--- src/logic/nand_host_pkg.sv ---
// Constants, types and decode functions of the NAND host controller
// Operation
// - Bytes go on I/O with write strobe pulses
// - Command latch marks commands, address latch addresses
// - Four address cycles, two column then two row
// - Read and program send four address cycles
// - Erase sends only the two row cycles
// - Read is 00h, address, then 30h or 35h
// - Program is 80h, address, data, 10h or 15h
// - Erase is 60h, row address, then D0h
// - Random column access stays inside the page; the host sends any 12-bit column and length, unchecked against PAGE_BYTES
// - While busy only reset and status issued
// - Host never issues undefined command codes
package nand_host_pkg;
   // ----------------------------------------------------------------
   // Command codes
   // ----------------------------------------------------------------
   localparam logic [7:0] CMD_READ = 8'h00;
   localparam logic [7:0] CMD_READ_GO = 8'h30;
   localparam logic [7:0] CMD_COPY_READ_GO = 8'h35;
   localparam logic [7:0] CMD_READ_ID = 8'h90;
   localparam logic [7:0] CMD_RESET = 8'hff;
   localparam logic [7:0] CMD_PROGRAM = 8'h80;
   localparam logic [7:0] CMD_PROGRAM_GO = 8'h10;
   localparam logic [7:0] CMD_CACHE_GO = 8'h15;
   localparam logic [7:0] CMD_COPY_PROGRAM = 8'h85;
   localparam logic [7:0] CMD_ERASE = 8'h60;
   localparam logic [7:0] CMD_ERASE_GO = 8'hd0;
   localparam logic [7:0] CMD_RAND_IN = 8'h85;
   localparam logic [7:0] CMD_RAND_OUT = 8'h05;
   localparam logic [7:0] CMD_RAND_OUT_GO = 8'he0;
   localparam logic [7:0] CMD_STATUS = 8'h70;
   // ----------------------------------------------------------------
   // Geometry and addressing
   // ----------------------------------------------------------------
   localparam int PAGE_COUNT = 65536;
   localparam int PAGE_BYTES = 2112;
   localparam int MAIN_BYTES = 2048;
   localparam int BLOCK_COUNT = 1024;
   localparam int COL_W = 12;
   localparam int ROW_W = 16;
   localparam int LEN_W = 12;
   localparam logic [2:0] FULL_ADDR_CYCLES = 3'h4;
   localparam logic [2:0] HALF_ADDR_CYCLES = 3'h2;
   // ----------------------------------------------------------------
   // Timing
   // ----------------------------------------------------------------
   localparam int CLK_PERIOD_NS = 4;
   localparam int STROBE_LOW_NS = 25;
   localparam int STROBE_HIGH_NS = 15;
   localparam int BUSY_SETTLE_NS = 100;
   localparam int STROBE_LOW_CYC =
      (STROBE_LOW_NS + CLK_PERIOD_NS - 1) / CLK_PERIOD_NS;
   localparam int STROBE_HIGH_CYC =
      (STROBE_HIGH_NS + CLK_PERIOD_NS - 1) / CLK_PERIOD_NS;
   localparam int BUSY_SETTLE_CYC =
      (BUSY_SETTLE_NS + CLK_PERIOD_NS - 1) / CLK_PERIOD_NS;
   // ----------------------------------------------------------------
   // Types
   // ----------------------------------------------------------------
   typedef enum logic [3:0] {
      OP_READ = 4'h0, OP_COPY_READ = 4'h1, OP_READ_ID = 4'h2,
      OP_RESET = 4'h3, OP_STATUS = 4'h4, OP_PROGRAM = 4'h5,
      OP_CACHE_PROGRAM = 4'h6, OP_COPY_PROGRAM = 4'h7,
      OP_ERASE = 4'h8, OP_RAND_IN = 4'h9, OP_RAND_OUT = 4'ha
   } op_e;
   typedef struct packed {
      op_e op;
      logic [COL_W-1:0] column;
      logic [ROW_W-1:0] row;
      logic [LEN_W-1:0] length;
   } req_s;
   typedef struct packed {
      logic cle;
      logic ale;
      logic rd;
      logic [7:0] dat;
   } cycle_s;
   // ----------------------------------------------------------------
   // Decode
   // ----------------------------------------------------------------
   function automatic logic [7:0] firstCmd(op_e op);
      unique case (op)
         OP_READ, OP_COPY_READ: return CMD_READ;
         OP_READ_ID: return CMD_READ_ID;
         OP_RESET: return CMD_RESET;
         OP_STATUS: return CMD_STATUS;
         OP_PROGRAM, OP_CACHE_PROGRAM: return CMD_PROGRAM;
         OP_COPY_PROGRAM: return CMD_COPY_PROGRAM;
         OP_ERASE: return CMD_ERASE;
         OP_RAND_IN: return CMD_RAND_IN;
         OP_RAND_OUT: return CMD_RAND_OUT;
         default: return CMD_STATUS;
      endcase
   endfunction : firstCmd
   function automatic logic [7:0] secondCmd(op_e op);
      unique case (op)
         OP_READ: return CMD_READ_GO;
         OP_COPY_READ: return CMD_COPY_READ_GO;
         OP_PROGRAM, OP_COPY_PROGRAM: return CMD_PROGRAM_GO;
         OP_CACHE_PROGRAM: return CMD_CACHE_GO;
         OP_ERASE: return CMD_ERASE_GO;
         OP_RAND_OUT: return CMD_RAND_OUT_GO;
         default: return CMD_STATUS;
      endcase
   endfunction : secondCmd
   function automatic logic hasSecond(op_e op);
      return op inside {OP_READ, OP_COPY_READ, OP_PROGRAM,
         OP_CACHE_PROGRAM, OP_COPY_PROGRAM, OP_ERASE, OP_RAND_OUT};
   endfunction : hasSecond
   function automatic logic [2:0] addrCycles(op_e op);
      if (op inside {OP_READ, OP_COPY_READ, OP_PROGRAM,
            OP_CACHE_PROGRAM, OP_COPY_PROGRAM})
         return FULL_ADDR_CYCLES;
      if (op inside {OP_ERASE, OP_RAND_IN, OP_RAND_OUT})
         return HALF_ADDR_CYCLES;
      return 3'h0;
   endfunction : addrCycles
   function automatic logic writesData(op_e op);
      return op inside {OP_PROGRAM, OP_CACHE_PROGRAM, OP_RAND_IN};
   endfunction : writesData
   function automatic logic readsData(op_e op);
      return op inside {OP_READ, OP_COPY_READ, OP_READ_ID, OP_STATUS,
         OP_RAND_OUT};
   endfunction : readsData
   function automatic logic waitsBusy(op_e op);
      return op inside {OP_READ, OP_COPY_READ, OP_RESET, OP_PROGRAM,
         OP_CACHE_PROGRAM, OP_COPY_PROGRAM, OP_ERASE};
   endfunction : waitsBusy
   function automatic logic busyAllowed(op_e op);
      return op inside {OP_RESET, OP_STATUS};
   endfunction : busyAllowed
endpackage : nand_host_pkg

--- src/logic/nand_bus_cycle.sv ---
// One strobed byte cycle on the NAND pins, write or read
module nand_bus_cycle #(
   parameter int LOW_CYC = 7,
   parameter int HIGH_CYC = 4
) (
   // Clock and reset
   input wire logic clk,
   input wire logic nrst,
   // Request
   input wire logic go,
   input wire nand_host_pkg::cycle_s cyc,
   output logic done,
   output logic [7:0] rdByte,
   // Pins
   output logic cle,
   output logic ale,
   output logic weN,
   output logic readStrobeLowN,
   output logic [7:0] ioOut,
   output logic ioOe,
   input wire logic [7:0] ioIn
);
   import nand_host_pkg::*;
   logic [7:0] cnt_q;
   logic low_q;
   logic high_q;
   logic rd_q;
   // ----------------------------------------------------------------
   // Strobe sequencer
   // ----------------------------------------------------------------
   always_ff @(posedge clk or negedge nrst) begin
      if (!nrst) begin
         cnt_q <= 8'h00;
         low_q <= 1'b0;
         high_q <= 1'b0;
         rd_q <= 1'b0;
         done <= 1'b0;
         rdByte <= 8'h00;
         cle <= 1'b0;
         ale <= 1'b0;
         weN <= 1'b1;
         readStrobeLowN <= 1'b1;
         ioOut <= 8'h00;
         ioOe <= 1'b0;
      end else begin
         done <= 1'b0;
         if (go && !low_q && !high_q) begin
            cle <= cyc.cle;
            ale <= cyc.ale;
            ioOut <= cyc.dat;
            ioOe <= !cyc.rd;
            rd_q <= cyc.rd;
            weN <= cyc.rd;
            readStrobeLowN <= !cyc.rd;
            low_q <= 1'b1;
            cnt_q <= 8'(LOW_CYC - 1);
         end else if (low_q) begin
            if (cnt_q == 8'h00) begin
               // Byte is sampled just before the read strobe rises
               if (rd_q)
                  rdByte <= ioIn;
               weN <= 1'b1;
               readStrobeLowN <= 1'b1;
               low_q <= 1'b0;
               high_q <= 1'b1;
               cnt_q <= 8'(HIGH_CYC - 1);
            end else begin
               cnt_q <= cnt_q - 8'h01;
            end
         end else if (high_q) begin
            if (cnt_q == 8'h00) begin
               high_q <= 1'b0;
               done <= 1'b1;
               cle <= 1'b0;
               ale <= 1'b0;
               ioOe <= 1'b0;
            end else begin
               cnt_q <= cnt_q - 8'h01;
            end
         end
      end
   end
endmodule : nand_bus_cycle

--- src/logic/nand_host_ctrl.sv ---
// Host-side NAND flash command sequencer driving the device pins
module nand_host_ctrl #(
   parameter int LOW_CYC = nand_host_pkg::STROBE_LOW_CYC,
   parameter int HIGH_CYC = nand_host_pkg::STROBE_HIGH_CYC,
   parameter int SETTLE_CYC = nand_host_pkg::BUSY_SETTLE_CYC
) (
   // Clock and reset
   input wire logic clk,
   input wire logic nrst,
   // Operation request
   input wire logic cmdValid,
   input wire nand_host_pkg::req_s cmdReq,
   output logic cmdReady,
   output logic opDone,
   input wire logic writeAllow,
   // Program data stream
   input wire logic wrValid,
   input wire logic [7:0] wrData,
   output logic wrReady,
   // Read data stream
   output logic rdValid,
   output logic [7:0] rdData,
   // Device pins
   output logic ceN,
   output logic cle,
   output logic ale,
   output logic weN,
   output logic readStrobeLowN,
   output logic wpN,
   output logic [7:0] ioOut,
   output logic ioOe,
   input wire logic [7:0] ioIn,
   input wire logic rbN
);
   import nand_host_pkg::*;
   typedef enum logic [6:0] {
      S_IDLE = 7'b0000001,
      S_CMD1 = 7'b0000010,
      S_ADDR = 7'b0000100,
      S_WDATA = 7'b0001000,
      S_CMD2 = 7'b0010000,
      S_WAITB = 7'b0100000,
      S_RDATA = 7'b1000000
   } state_e;
   state_e state_q;
   req_s req_q;
   cycle_s cyc_q;
   logic go_q;
   logic inFlight_q;
   logic [LEN_W-1:0] cnt_q;
   logic done;
   logic [7:0] rdByte;
   logic accept;
   logic launchOk;
   // ----------------------------------------------------------------
   // Decode helpers
   // ----------------------------------------------------------------
   // Skips the phases that the operation does not use
   function automatic state_e after(state_e s, req_s r);
      if (s == S_CMD1 && addrCycles(r.op) != 3'h0)
         return S_ADDR;
      if (s inside {S_CMD1, S_ADDR} && writesData(r.op) &&
            r.length != '0)
         return S_WDATA;
      if (s inside {S_CMD1, S_ADDR, S_WDATA} && hasSecond(r.op))
         return S_CMD2;
      if (s inside {S_CMD1, S_ADDR, S_WDATA, S_CMD2} && waitsBusy(r.op))
         return S_WAITB;
      if (s != S_RDATA && readsData(r.op) && r.length != '0)
         return S_RDATA;
      return S_IDLE;
   endfunction : after
   // Column first, then row, low byte first; unused high bits low
   function automatic logic [7:0] addrByte(req_s r, logic [LEN_W-1:0] i);
      logic [1:0] k;
      k = (r.op == OP_ERASE) ? 2'(i + 2) : i[1:0];
      unique case (k)
         2'h0: return r.column[7:0];
         2'h1: return {4'h0, r.column[COL_W-1:8]};
         2'h2: return r.row[7:0];
         default: return r.row[ROW_W-1:8];
      endcase
   endfunction : addrByte
   // Only reset and status may go out while the device is busy
   assign accept = cmdValid && cmdReady &&
      (rbN || busyAllowed(cmdReq.op));
   assign launchOk = !inFlight_q && !go_q;
   // ----------------------------------------------------------------
   // Operation sequencer
   // ----------------------------------------------------------------
   always_ff @(posedge clk or negedge nrst) begin
      if (!nrst) begin
         state_q <= S_IDLE;
         req_q <= '0;
         cyc_q <= '0;
         go_q <= 1'b0;
         inFlight_q <= 1'b0;
         cnt_q <= '0;
         cmdReady <= 1'b1;
         opDone <= 1'b0;
         wrReady <= 1'b0;
         rdValid <= 1'b0;
         rdData <= 8'h00;
         ceN <= 1'b1;
      end else begin
         go_q <= 1'b0;
         opDone <= 1'b0;
         rdValid <= 1'b0;
         if (done)
            inFlight_q <= 1'b0;
         unique case (state_q)
            S_IDLE: begin
               if (accept) begin
                  req_q <= cmdReq;
                  cmdReady <= 1'b0;
                  ceN <= 1'b0;
                  cnt_q <= '0;
                  state_q <= S_CMD1;
               end
            end
            S_CMD1: begin
               if (launchOk && !done) begin
                  // Only table codes leave this block
                  cyc_q <= '{1'b1, 1'b0, 1'b0, firstCmd(req_q.op)};
                  go_q <= 1'b1;
                  inFlight_q <= 1'b1;
               end else if (done) begin
                  state_q <= after(S_CMD1, req_q);
               end
            end
            S_ADDR: begin
               if (launchOk && !done) begin
                  cyc_q <= '{1'b0, 1'b1, 1'b0, addrByte(req_q, cnt_q)};
                  go_q <= 1'b1;
                  inFlight_q <= 1'b1;
               end else if (done) begin
                  if (cnt_q == LEN_W'(addrCycles(req_q.op) - 3'h1)) begin
                     cnt_q <= '0;
                     state_q <= after(S_ADDR, req_q);
                  end else begin
                     cnt_q <= cnt_q + 1'b1;
                  end
               end
            end
            S_WDATA: begin
               if (launchOk && !done && !wrReady && cnt_q != req_q.length)
                  wrReady <= 1'b1;
               if (wrReady && wrValid) begin
                  wrReady <= 1'b0;
                  cyc_q <= '{1'b0, 1'b0, 1'b0, wrData};
                  go_q <= 1'b1;
                  inFlight_q <= 1'b1;
                  cnt_q <= cnt_q + 1'b1;
               end else if (done && cnt_q == req_q.length) begin
                  cnt_q <= '0;
                  state_q <= after(S_WDATA, req_q);
               end
            end
            S_CMD2: begin
               if (launchOk && !done) begin
                  cyc_q <= '{1'b1, 1'b0, 1'b0, secondCmd(req_q.op)};
                  go_q <= 1'b1;
                  inFlight_q <= 1'b1;
               end else if (done) begin
                  state_q <= after(S_CMD2, req_q);
               end
            end
            S_WAITB: begin
               // The ready line only drops some time after the confirm
               if (cnt_q != LEN_W'(SETTLE_CYC))
                  cnt_q <= cnt_q + 1'b1;
               else if (rbN) begin
                  cnt_q <= '0;
                  state_q <= after(S_WAITB, req_q);
               end
            end
            S_RDATA: begin
               if (launchOk && !done) begin
                  cyc_q <= '{1'b0, 1'b0, 1'b1, 8'h00};
                  go_q <= 1'b1;
                  inFlight_q <= 1'b1;
               end else if (done) begin
                  rdValid <= 1'b1;
                  rdData <= rdByte;
                  cnt_q <= cnt_q + 1'b1;
                  if (cnt_q == req_q.length - 1'b1)
                     state_q <= S_IDLE;
               end
            end
            default: state_q <= S_IDLE;
         endcase
         // One end test keeps state, select and done in step
         if (state_q_next_idle()) begin
            state_q <= S_IDLE;
            cmdReady <= 1'b1;
            opDone <= 1'b1;
            ceN <= 1'b1;
         end
      end
   end
   // True in the cycle in which the sequencer returns to idle
   function automatic logic state_q_next_idle();
      unique case (state_q)
         S_WAITB:
            return cnt_q == LEN_W'(SETTLE_CYC) && rbN &&
               after(S_WAITB, req_q) == S_IDLE;
         S_ADDR:
            return done &&
               cnt_q == LEN_W'(addrCycles(req_q.op) - 3'h1) &&
               after(S_ADDR, req_q) == S_IDLE;
         S_RDATA:
            return done && cnt_q == req_q.length - 1'b1;
         S_WDATA:
            return done && cnt_q == req_q.length &&
               after(S_WDATA, req_q) == S_IDLE;
         S_IDLE:
            return 1'b0;
         default:
            return done && after(state_q, req_q) == S_IDLE;
      endcase
   endfunction : state_q_next_idle
   // ----------------------------------------------------------------
   // Write guard
   // ----------------------------------------------------------------
   // Guard is registered so the pin never glitches on the input
   always_ff @(posedge clk or negedge nrst) begin
      if (!nrst)
         wpN <= 1'b0;
      else
         wpN <= writeAllow;
   end
   nand_bus_cycle #(
      .LOW_CYC(LOW_CYC),
      .HIGH_CYC(HIGH_CYC)
   ) uCycle (
      .clk(clk),
      .nrst(nrst),
      .go(go_q),
      .cyc(cyc_q),
      .done(done),
      .rdByte(rdByte),
      .cle(cle),
      .ale(ale),
      .weN(weN),
      .readStrobeLowN(readStrobeLowN),
      .ioOut(ioOut),
      .ioOe(ioOe),
      .ioIn(ioIn)
   );
endmodule : nand_host_ctrl

--- config.mk ---
export PLATFORM = sky130hd
export DESIGN_NAME = nand_host_ctrl
export DESIGN_NICKNAME = d
export VERILOG_FILES = /design/src/logic/nand_host_pkg.sv /design/src/logic/nand_bus_cycle.sv /design/src/logic/nand_host_ctrl.sv
export SDC_FILE = /design/constraint.sdc
export NUM_CORES = 1
export LEC_CHECK = 0
export BUFFER_PORTS_ARGS = -buffer_cell sky130_fd_sc_hd__buf_2
export CAP_MARGIN = 20
export CORE_MARGIN = 3
export CORE_UTILIZATION = 41
export CTS_CLUSTER_SIZE = 14
export DETAILED_ROUTE_END_ITERATION = 12
export PLACE_DENSITY = 0.56
export SYNTH_ARGS = -nofsm -noshare
export SYNTH_HDL_FRONTEND = slang
export SYNTH_SLANG_ARGS = --single-unit
--- constraint.sdc ---
create_clock -name clk -period 6.1 [get_ports clk]
set_clock_uncertainty 0.2 [all_clocks]
set_input_delay 1.22 -clock clk [delete_from_list [all_inputs] [get_ports clk]]
set_output_delay 1.22 -clock clk [all_outputs]
set_load 0.01 [all_outputs]
==> metrics.md, run 1 <==
| Metric | Value |
|---|---|
| Result of the run | complete, no violations |
| Number of endpoints with negative hold slack in the final report | 0 |
| DPL Wire Length | around 12000 microns |
| Number of flops mapped to enable cells by yosys | 0 |
| Transition at the pin with the smallest max-transition slack | 916 ps |
| CTS H-tree lvls | 4 |
| Commonest non-fill, non-tap cells in the layout | sky130_fd_sc_hd__dfrtp_1, sky130_fd_sc_hd__buf_2, sky130_fd_sc_hd__nand2_1 |
| Clock net sink count | ~120 |
| Worst Setup End Kind | flop |
| Filler-free cell count of the finished design | ~980 |
| Total DRC errors in the routed layout | 0 |
| Global-route congestion overflow total | 0 |
| Setup Total Neg Slack | 0 ps |
| Routed length per instance | between 15 and 20 microns |
| Total net switching power | between 0.3 and 0.4 mW |
| Highest Clock Rate | 289 MHz |
| Clock-pin slew on the worst setup and hold paths | ~60 ps |
| Max-cap violations | 0 |
| GRT Resource Usage Total | between 10% and 20% |
| Multiplexer share of the synthesized area | 13.0% |
| Adder-Cell Fraction of Synth Area | under 10% |
| Cell taking the most area after synthesis | sky130_fd_sc_hd__dfrtp_1 |
| Leading cell type in the layout, fill and taps excluded | sky130_fd_sc_hd__dfrtp_1 |
| Required arrival time at the worst endpoint | between 6000 and 7000 ps |
| Global-route wire length before repair | 28000 microns |
| Normalized max-slew margin | 37.4% |
| Clock tree from TritonCTS | built |
| Fill cell count | between 1500 and 2000 |
| ANT nets after route | 0 |
| Via density | 5.55 |
| Synth area leaders | sky130_fd_sc_hd__dfrtp_1, sky130_fd_sc_hd__mux2_2, sky130_fd_sc_hd__nand2_1, sky130_fd_sc_hd__o21ai_0, sky130_fd_sc_hd__nor2_1 |
| Sw Ratio | 21.5% |
| Fraction of the core area covered by cells at the end of the flow | about half |
| Port Buffer Count | just over 90 |
| Simple-gate portion of the synthesized area | 17.9% |
| Num rows | 46 |
| Shortest period the worst path allows | 3460 ps |
| First DRT Iteration DRCs | ~460 |
| Vias in the first global route | approximately 5500 |
| Post-placement worst setup slack | around 2300 ps |
| Post-synth top flop | sky130_fd_sc_hd__dfrtp_1 |
| Dominant combinational cell family by area after synthesis | simple AND/OR/NAND/NOR gates |
| Total length of routed wires | approximately 17000 microns |
| Internal portion of total power | 1.43 mW |
| Sequential fraction of design power | between 40% and 50% |
| Core region area | around 16000 sq um |
| Worst hold-check path type | reg -> reg |
| Die area | about 18000 sq um |
| Pin count of the biggest net entering global routing | 65 |
| Clock network power share | about 53% |
| Number of buffers inserted to repair setup after CTS | 0 |
| Compound-gate portion of the synthesized area | ~15% |
| Class of the most critical setup path | in -> reg |
| CP arrival | 3570 ps |
| Setup repair after global routing missed its margin | no |
| CTS buffer count | 17 |
| Crit path setup slack, layout | about 2600 ps |
| Async set-reset flop share out of synthesis | between 90% and 100% |
| Netlist Area Pre-Place | between 6000 and 7000 sq um |
| Final period utilization | between 50 and 60% |
| Number of synthesis warnings | 0 |
| Vert. Die Dim | 134 microns |
| Net count after synthesis | about 750 |
| Number of unique standard cell types used by synthesis | 80 |
| Sequential fraction of the synthesis area | a little under half |
| Average instance area after synthesis | 10.0 sq um |
| Worst VDD drop | about 0.00020 V |
| Power, Total | between 1.5 and 2 mW |
| Initial antenna violation count | 0 |
| Cell area after placement | 7340 sq um |
| Pwr/cell area | roughly 230 nW/um^2 |
| Vias | ~5400 |
| Worst skew pair latency | a little over 400 ps |
| Starting density of the core | a little over two fifths |
| Share of the synthesized area in the top cell type | a little over two fifths |
| Synthesized flop and latch total | between 100 and 150 |
| Ports placed on the boundary | 93 |
| Type of origin of the critical path | input port |
| Placer Congestion | 0.878 |
| Leakage power figure | ~3.7 nW |
| Final-report max-slew violation count | 0 |
| Highest net fanout along the worst path | 16 |
| Number of antenna diodes | 0 |
| Nets@finish | 824 |
| Resized cells post-CTS | 0 |
| Share of layout cells above drive strength 1 | 29.3% |
| Placed insts | ~950 |
| Combinational cell fraction of total power | 2.4% |
| Master cell of the clock root buffer | sky130_fd_sc_hd__clkbuf_16 |
| Synthesized instance count | 672 |
| Post-synthesis to final-layout area growth | 17.2% |
| Post-route cell area | 7900 sq um |
| Number of hold buffers added after CTS | 0 |
| Final setup violation count | 0 |
| Final hold slack | 219 ps |
| Synthesized-area fraction occupied by xor and xnor cells | 2.99% |
| Largest buffer count on any clock path | 2 |
| 1st-pass router iterations | 5 |
| Floorplan die width | 134 microns |
critical path: stages:
cell                       delay [ps]
sky130_fd_sc_hd__buf_2            110
sky130_fd_sc_hd__or3b_1           400
sky130_fd_sc_hd__a211oi_1         290
sky130_fd_sc_hd__a311o_1          250
sky130_fd_sc_hd__o221ai_1         140
sky130_fd_sc_hd__or3b_1           600
sky130_fd_sc_hd__nand2b_4         290
sky130_fd_sc_hd__o41ai_2          270
layer usage:
metal  part of all wire (%)  vias up  wire, microns  global-route usage, %
met1                     46     2646           7810                   26.5
met5                      0        -              0                      0
met2                     47      148           7920                   30.5
li1                       -     2605              -                      -
met4                    1.4        0            243                   5.83
met3                    5.7       22            958                   4.80
final timing paths:
check	startpoint	endpoint	slack (ps)	cells after the start
max	cmdReq[41]	cnt_q[8]	2640	8
max in group asynchronous	nrst	cnt_q[3]	3750	2
min reg2reg	cyc_q[8]	uCycle.readStrobeLowN	220	1
min in group asynchronous	nrst	cnt_q[9]	670	1
max reg2reg	req_q[40]	state_q[5]	2650	9
min	cyc_q[8]	uCycle.readStrobeLowN	220	1
cell usage after synthesis, types with 7 or more instances:
cell,number
sky130_fd_sc_hd__xnor2_1,17
sky130_fd_sc_hd__buf_2,7
sky130_fd_sc_hd__o21ai_0,31
sky130_fd_sc_hd__nor2_1,41
sky130_fd_sc_hd__mux2_2,62
sky130_fd_sc_hd__ha_1,10
sky130_fd_sc_hd__a21oi_1,30
sky130_fd_sc_hd__clkbuf_1,29
sky130_fd_sc_hd__nand2_1,75
sky130_fd_sc_hd__nand3_1,23
sky130_fd_sc_hd__nor3_1,15
sky130_fd_sc_hd__o21ai_1,9
sky130_fd_sc_hd__dfrtp_1,118
sky130_fd_sc_hd__or3_1,8
sky130_fd_sc_hd__o22ai_1,13
sky130_fd_sc_hd__a211oi_1,10
sky130_fd_sc_hd__nor2b_1,8
sky130_fd_sc_hd__nand4_1,10
sky130_fd_sc_hd__inv_1,21
sky130_fd_sc_hd__and3_1,8
sequential cells by signal, summed over array words and instances, names as in the netlist, 7 cells and up:
register       flops
cnt_q             12
cyc_q             11
rdData             8
req_q             44
state_q            7
uCycle.cnt_q       8
uCycle.ioOut       8
uCycle.rdByte      8
kinds of logic (layout without fill, tap and decap cells):
kind of cell	Yosys count	count (layout)
AO/OA/AOI/OAI	149	149
XOR/XNOR	23	23
adder cells (fa/ha/maj)	10	10
buffers and inverters	61	150
flip-flops	122	122
multiplexers	74	74
AND/OR/NAND/NOR	233	233
power by group through the flow:
stage | combinational (mW) | sequential, mW | clock [mW]
2_1_floorplan | 0.00353 | 0.828 | 0
3_3_place_gp | 0.0432 | 0.828 | 0
4_1_cts | 0.0447 | 0.814 | 0.983
6_report | 0.0428 | 0.814 | 0.960
5_1_grt | 0.0496 | 0.814 | 1.02
3_5_place_dp | 0.0445 | 0.828 | 0
final cells by class:
cell class              instances  area (sq um)  share of cell area [%]
repair buffers                 97           500                    6.33
clock buffers                  19           433                    5.48
clock inverters                13           128                    1.62
multi-input cells             489          3430                    43.5
inverters                      21          78.8                   0.998
flip-flops and latches        122          3060                    38.7
well taps                     216           270                    3.42
(Power assumes the default switching activity.)
==> inputs of run 2 (changes only) <==
==> constraint.sdc (replaced) <==
create_clock -name clk -period 3.55 [get_ports clk]
set_clock_uncertainty 0.2 [all_clocks]
set_input_delay 0.71 -clock clk [delete_from_list [all_inputs] [get_ports clk]]
set_output_delay 0.71 -clock clk [all_outputs]
set_load 0.01 [all_outputs]
==> run 2 against run 1 <==
Hold slack worse by 70 ps. Flip-flop and latch count stayed put. Largest power group unchanged. Design area is 2.3% higher. Highest routed layer is now met5. Register-to-register slack worse by 2200 ps. Count of clock-buffer cells in the layout is 1 lower.
==> metrics.md, run 2 (same netlist as run 1, synthesis figures left out) <==
| Metric | Value |
|---|---|
| Floorplan die width | 134 microns (unchanged) |
| First element of the critical path | req_q[40] |
| Post-route cell area | 8090 sq um (+2.3%) |
| Ports placed on the boundary | 93 (unchanged) |
| Required arrival time at the worst endpoint | 3690 ps (-2520 ps) |
| Placer Congestion | 0.927 (+5.5%) |
| 1st-pass router iterations | 5 (unchanged) |
| Power, Total | 3.31 mW (+82%) |
| Largest buffer count on any clock path | 2 (unchanged) |
| First DRT Iteration DRCs | 454 (-0.66%) |
| ANT nets after route | 0 (unchanged) |
| Nets@finish | 840 (+1.9%) |
| Max-cap violations | 0 (unchanged) |
| Bufs and invs on worst path | 3 (+2) |
| Clock tree from TritonCTS | built |
| Starting density of the core | 42.1% (unchanged) |
| Shortest period the worst path allows | between 3000 and 4000 ps |
| Highest-delay cell along the critical path | sky130_fd_sc_hd__ha_1 |
| Routed length per instance | 17.2 microns (-0.65%) |
| Setup repair after global routing missed its margin | no |
| Result of the run | complete, no violations |
| Largest register by flop count | req_q |
| Worst hold-check path type | in -> async |
| Filler-free cell count of the finished design | 993 (+1.6%) |
| Total area of multi-input combinational cells | 3430 sq um (unchanged) |
| Vert. Die Dim | 134 microns (unchanged) |
| Fraction of the core area covered by cells at the end of the flow | 50.5% (+1.2 points) |
| Num rows | 46 (unchanged) |
| Die area | 18000 sq um (unchanged) |
| Cell area after placement | 7460 sq um (+1.6%) |
| Pwr/cell area | 410 nW/um^2 (+78%) |
| Worst VDD drop | 0.000318 V (+57%) |
| Number of antenna diodes | 0 (unchanged) |
| Clock-pin slew on the worst setup and hold paths | 60 ps (about the same) |
| Highest Clock Rate | approximately 320 MHz |
| Number of buffers inserted to repair setup after CTS | 0 (unchanged) |
| Core region area | 16000 sq um (unchanged) |
| Startpoint of the worst register-to-register path | req_q[40] |
| Vias in the first global route | 5497 (-0.27%) |
| Biggest regs | req_q: 44 flops, cnt_q: 12 flops, cyc_q: 11 flops |
| Vias | 5522 (+1.9%) |
| Type of origin of the critical path | flop |
| Worst skew pair latency | 420 ps (about the same) |
| Flip-flop count of the largest register, all copies and words added | 44 (unchanged) |
| CP arrival | 3230 ps (-340 ps) |
| Initial antenna violation count | 1 (+1) |
| Flop-to-flop setup slack | 460 ps (-2190 ps) |
| Cell family with most CP delay | compound AO/OA/AOI/OAI gates |
| Share of layout cells above drive strength 1 | 31.0% (+1.7 points) |
| Final-report max-slew violation count | 0 (unchanged) |
| Port Buffer Count | 92 (unchanged) |
| Total length of routed wires | 17100 microns (+0.98%) |
| Worst Setup End Kind | flop |
| Leading cell type in the layout, fill and taps excluded | sky130_fd_sc_hd__dfrtp_1 |
| Final period utilization | between 80 and 90% |
| Commonest non-fill, non-tap cells in the layout | sky130_fd_sc_hd__dfrtp_1, sky130_fd_sc_hd__buf_2, sky130_fd_sc_hd__nand2_1 |
| Post-synthesis to final-layout area growth | 19.9% |
| DPL Wire Length | 12700 microns (+1.9%) |
| GRT Resource Usage Total | 19.3% (-0.025 points) |
| Global-route wire length before repair | 28000 microns (unchanged) |
| Class of the most critical setup path | reg -> reg |
| Maximum single-stage delay on the critical path | 430 ps (-170 ps) |
| Fill cell count | 1521 (-2.4%) |
| Pin count of the biggest net entering global routing | 57 (-12%) |
| Worst-path cell chain | inv_1 > ha_1 > a2111oi_0 > a211oi_1 > buf_4 > mux2i_1 > nand4bb_1 > a311oi_1 > o32ai_1 > inv_1 > a21oi_1 |
| Final setup violation count | 0 (unchanged) |
| Setup Total Neg Slack | 0 ps (unchanged) |
| Global-route congestion overflow total | 0 (unchanged) |
| CTS H-tree lvls | 4 (unchanged) |
| Master cell of the clock root buffer | sky130_fd_sc_hd__clkbuf_16 |
| Total DRC errors in the routed layout | 0 (unchanged) |
| Clock net sink count | 122 (unchanged) |
| Via density | 5.56 (+0.22%) |
| Resized cells post-CTS | 0 (unchanged) |
| Normalized max-slew margin | 49.5% (+12 points) |
| Number of hold buffers added after CTS | 0 (unchanged) |
| Number of endpoints with negative hold slack in the final report | 0 (unchanged) |
| CTS buffer count | 17 (unchanged) |
| Placed insts | 961 (+1.7%) |
| Highest net fanout along the worst path | 13 (-3) |
| Library cell appearing most often on the critical path | sky130_fd_sc_hd__inv_1 |
| Area occupied by registers | 3060 sq um (unchanged) |
| Leakage power figure | 3.78 nW (+2.4%) |
| Transition at the pin with the smallest max-transition slack | 758 ps (-158 ps) |
## run 2: layout make-up
class	count	area share [%]
clock inverters	14	2.31
flip-flops and latches	122	37.8
repair buffers	113	7.67
inverters	21	0.975
multi-input cells	489	42.5
clock buffers	18	5.43
well taps	216	3.34
## run 2: power by group
group	leakage [nW]	internal, mW	switching (mW)
clock network	0.294	1.14	0.698
logic	1.91	0.0323	0.0432
registers	1.58	1.40	0.00222
total	3.78	2.57	0.743
## run 2: layer usage
metal | track usage [%] | wire length, microns | vias to the layer above
li1 | - | - | 2636
met1 | 27.1 | 8120 | 2709
met2 | 29.5 | 7770 | 151
met3 | 5.33 | 950 | 24
met4 | 5.43 | 247 | 2
met5 | 0 | 13 | -
## run 2: through the flow
step	hold slack [ps]	worst slack [ps]
finish	149	465
global route	176	200
CTS	176	505
detailed placement	209	307
global placement	204	371
floorplan	183	702
## run 2: worst paths after layout
path | cells past startpoint | endpoint
setup / recovery | 11 | state_q[3]
hold / removal | 1 | opDone
setup reg to reg | 11 | state_q[3]
hold reg to reg | 1 | uCycle.readStrobeLowN
max in group asynchronous | 2 | req_q[15]
min in group clk | 1 | wpN
==> inputs of run 3 (changes only) <==
--- a/config.mk
+++ b/config.mk
@@ -7,11 +7,13 @@
 export LEC_CHECK = 0
 export BUFFER_PORTS_ARGS = -buffer_cell sky130_fd_sc_hd__buf_2
 export CAP_MARGIN = 20
+export CELL_PAD_IN_SITES_DETAIL_PLACEMENT = 1
+export CELL_PAD_IN_SITES_GLOBAL_PLACEMENT = 1
 export CORE_MARGIN = 3
 export CORE_UTILIZATION = 41
 export CTS_CLUSTER_SIZE = 14
 export DETAILED_ROUTE_END_ITERATION = 12
-export PLACE_DENSITY = 0.56
+export PLACE_DENSITY = 0.7
 export SYNTH_ARGS = -nofsm -noshare
 export SYNTH_HDL_FRONTEND = slang
 export SYNTH_SLANG_ARGS = --single-unit
==> run 3 against run 2 <==
Utilization down 0.055 points. Hold slack got worse by 29 ps. Critical path type unchanged. Largest cell class unchanged. Highest routed layer is now met4. Routed wire length grew 12%.
==> metrics.md, run 3 (same netlist as run 1, synthesis figures left out) <==
| Metric | Value |
|---|---|
| ANT nets after route | 0 (unchanged) |
| Num rows | 46 (unchanged) |
| DPL Wire Length | 14100 microns (+12%) |
| Clock net sink count | 122 (unchanged) |
| Max-cap violations | 0 (unchanged) |
| Type of origin of the critical path | flop |
| Worst Setup End Kind | flop |
| Commonest non-fill, non-tap cells in the layout | sky130_fd_sc_hd__dfrtp_1, sky130_fd_sc_hd__buf_2, sky130_fd_sc_hd__nand2_1 |
| Highest Clock Rate | 313 MHz (-3.5%) |
| Routed length per instance | 19.3 microns (+12%) |
| Number of hold buffers added after CTS | 0 (unchanged) |
| Power, Total | 3.27 mW (-1.4%) |
| Placed insts | 960 (-0.10%) |
| Filler-free cell count of the finished design | 992 (-0.10%) |
| Largest register by flop count | req_q |
| Class of the most critical setup path | reg -> reg |
| Startpoint of the worst register-to-register path | req_q[40] |
| Vert. Die Dim | 134 microns (unchanged) |
| Global-route wire length before repair | 32000 microns (+14%) |
| Die area | 18000 sq um (unchanged) |
| Initial antenna violation count | 0 (-1) |
| Vias in the first global route | 6042 (+9.9%) |
| CTS buffer count | 17 (unchanged) |
| Number of antenna diodes | 0 (unchanged) |
| Post-placement worst setup slack | 303 ps (-4.34 ps) |
| Final setup violation count | 0 (unchanged) |
| Number of buffers inserted to repair setup after CTS | 0 (unchanged) |
| Core region area | 16000 sq um (unchanged) |
| Highest net fanout along the worst path | 13 (unchanged) |
| Worst VDD drop | 0.000325 V (+2.4%) |
| Crit path setup slack, layout | 353 ps (-111 ps) |
| Post-synthesis to final-layout area growth | 19.8% |
| Worst skew pair latency | 420 ps (about the same) |
| Global-route congestion overflow total | 0 (unchanged) |
| Total DRC errors in the routed layout | 0 (unchanged) |
| Ports placed on the boundary | 93 (unchanged) |
| Final-report max-slew violation count | 0 (unchanged) |
| Master cell of the clock root buffer | sky130_fd_sc_hd__clkbuf_16 |
| Final period utilization | 90.1% (+3.1 points) |
| Final hold slack | 120 ps (-28.6 ps) |
| Transition at the pin with the smallest max-transition slack | 684 ps (-73.2 ps) |
| 1st-pass router iterations | 4 (-1) |
| Required arrival time at the worst endpoint | 3680 ps (about the same) |
| First DRT Iteration DRCs | 392 (-14%) |
| Shortest period the worst path allows | 3200 ps (+111 ps) |
| Pwr/cell area | 404 nW/um^2 (-1.2%) |
| Setup repair after global routing missed its margin | no |
| Floorplan die width | 134 microns (unchanged) |
| Nets@finish | 839 (-0.12%) |
| CP arrival | 3330 ps (+100 ps) |
| Leakage power figure | 3.78 nW (about the same) |
| Via density | 5.64 (+1.4%) |
| Biggest regs | req_q: 44 flops, cnt_q: 12 flops, cyc_q: 11 flops |
| GRT Resource Usage Total | 22.1% (+2.8 points) |
| Normalized max-slew margin | 54.4% (+4.9 points) |
| Flip-flop count of the largest register, all copies and words added | 44 (unchanged) |
| Clock-pin slew on the worst setup and hold paths | 60 ps (about the same) |
| Share of layout cells above drive strength 1 | 30.9% (-0.089 points) |
| Number of endpoints with negative hold slack in the final report | 0 (unchanged) |
| Vias | 5594 (+1.3%) |
| Largest buffer count on any clock path | 2 (unchanged) |
| Resized cells post-CTS | 0 (unchanged) |
| Port Buffer Count | 92 (unchanged) |
| Cell area after placement | 7470 sq um (about the same) |
| Post-route cell area | 8080 sq um (-0.11%) |
| Fraction of the core area covered by cells at the end of the flow | 50.5% (-0.055 points) |
| Fill cell count | 1862 (+22%) |
| CTS H-tree lvls | 4 (unchanged) |
| Starting density of the core | 42.1% (unchanged) |
| Result of the run | complete, no violations |
| Leading cell type in the layout, fill and taps excluded | sky130_fd_sc_hd__dfrtp_1 |
| Pin count of the biggest net entering global routing | 71 (+25%) |
| Setup Total Neg Slack | 0 ps (unchanged) |
| Worst hold-check path type | in -> async |
| Total length of routed wires | 19100 microns (+12%) |
| Placer Congestion | 0.884 (-4.6%) |
| First element of the critical path | req_q[40] |
| Clock tree from TritonCTS | built |
run 3: final cells by class:
cell class	instances	area, sq um	area share, %
tap	216	270	3.35
inverter	21	78.8	0.976
clock inverter	11	131	1.63
sequential	122	3060	37.9
timing repair buffer	112	626	7.74
clock buffer	21	480	5.95
multi-input combinational	489	3430	42.5
run 3: critical path, stage by stage, from the launching register on:
cell                        delay, ps
sky130_fd_sc_hd__dfrtp_1          390
sky130_fd_sc_hd__inv_1            100
sky130_fd_sc_hd__ha_1             350
sky130_fd_sc_hd__a2111oi_0        500
sky130_fd_sc_hd__a211oi_1         100
sky130_fd_sc_hd__buf_4            180
sky130_fd_sc_hd__mux2i_1          210
sky130_fd_sc_hd__nand4bb_1        160
sky130_fd_sc_hd__a311oi_1         100
sky130_fd_sc_hd__o32ai_1          470
sky130_fd_sc_hd__inv_1            160
sky130_fd_sc_hd__a21oi_1          180
run 3: where the power goes:
part           switching [mW]  leakage [nW]  internal, mW  total (mW)
Combinational          0.0442          1.91        0.0325      0.0767
Sequential            0.00223          1.58          1.40        1.40
Clock                   0.675         0.293          1.12        1.79
Total                   0.722          3.78          2.55        3.27
run 3: worst paths after layout:
check                                             end  cells past startpoint  slack [ps]
worst max register to register             state_q[3]                     11         350
max in group asynchronous                  uCycle.weN                      2        2170
worst max-delay path                       state_q[3]                     11         350
worst min register to register  uCycle.readStrobeLowN                      1         220
worst min-delay path                         cnt_q[5]                      1         120
min in group clk                                  wpN                      1         190
run 3: layer usage:
| metal | share of wire [%] | track usage, % | wire, microns | up-vias |
|---|---|---|---|---|
| met2 | 49 | 35.6 | 9330 | 128 |
| met3 | 5.0 | 4.95 | 963 | 26 |
| li1 | - | - | - | 2629 |
| met4 | 1.3 | 7.18 | 257 | 0 |
| met5 | 0 | 0 | 0 | - |
| met1 | 45 | 29.9 | 8570 | 2811 |
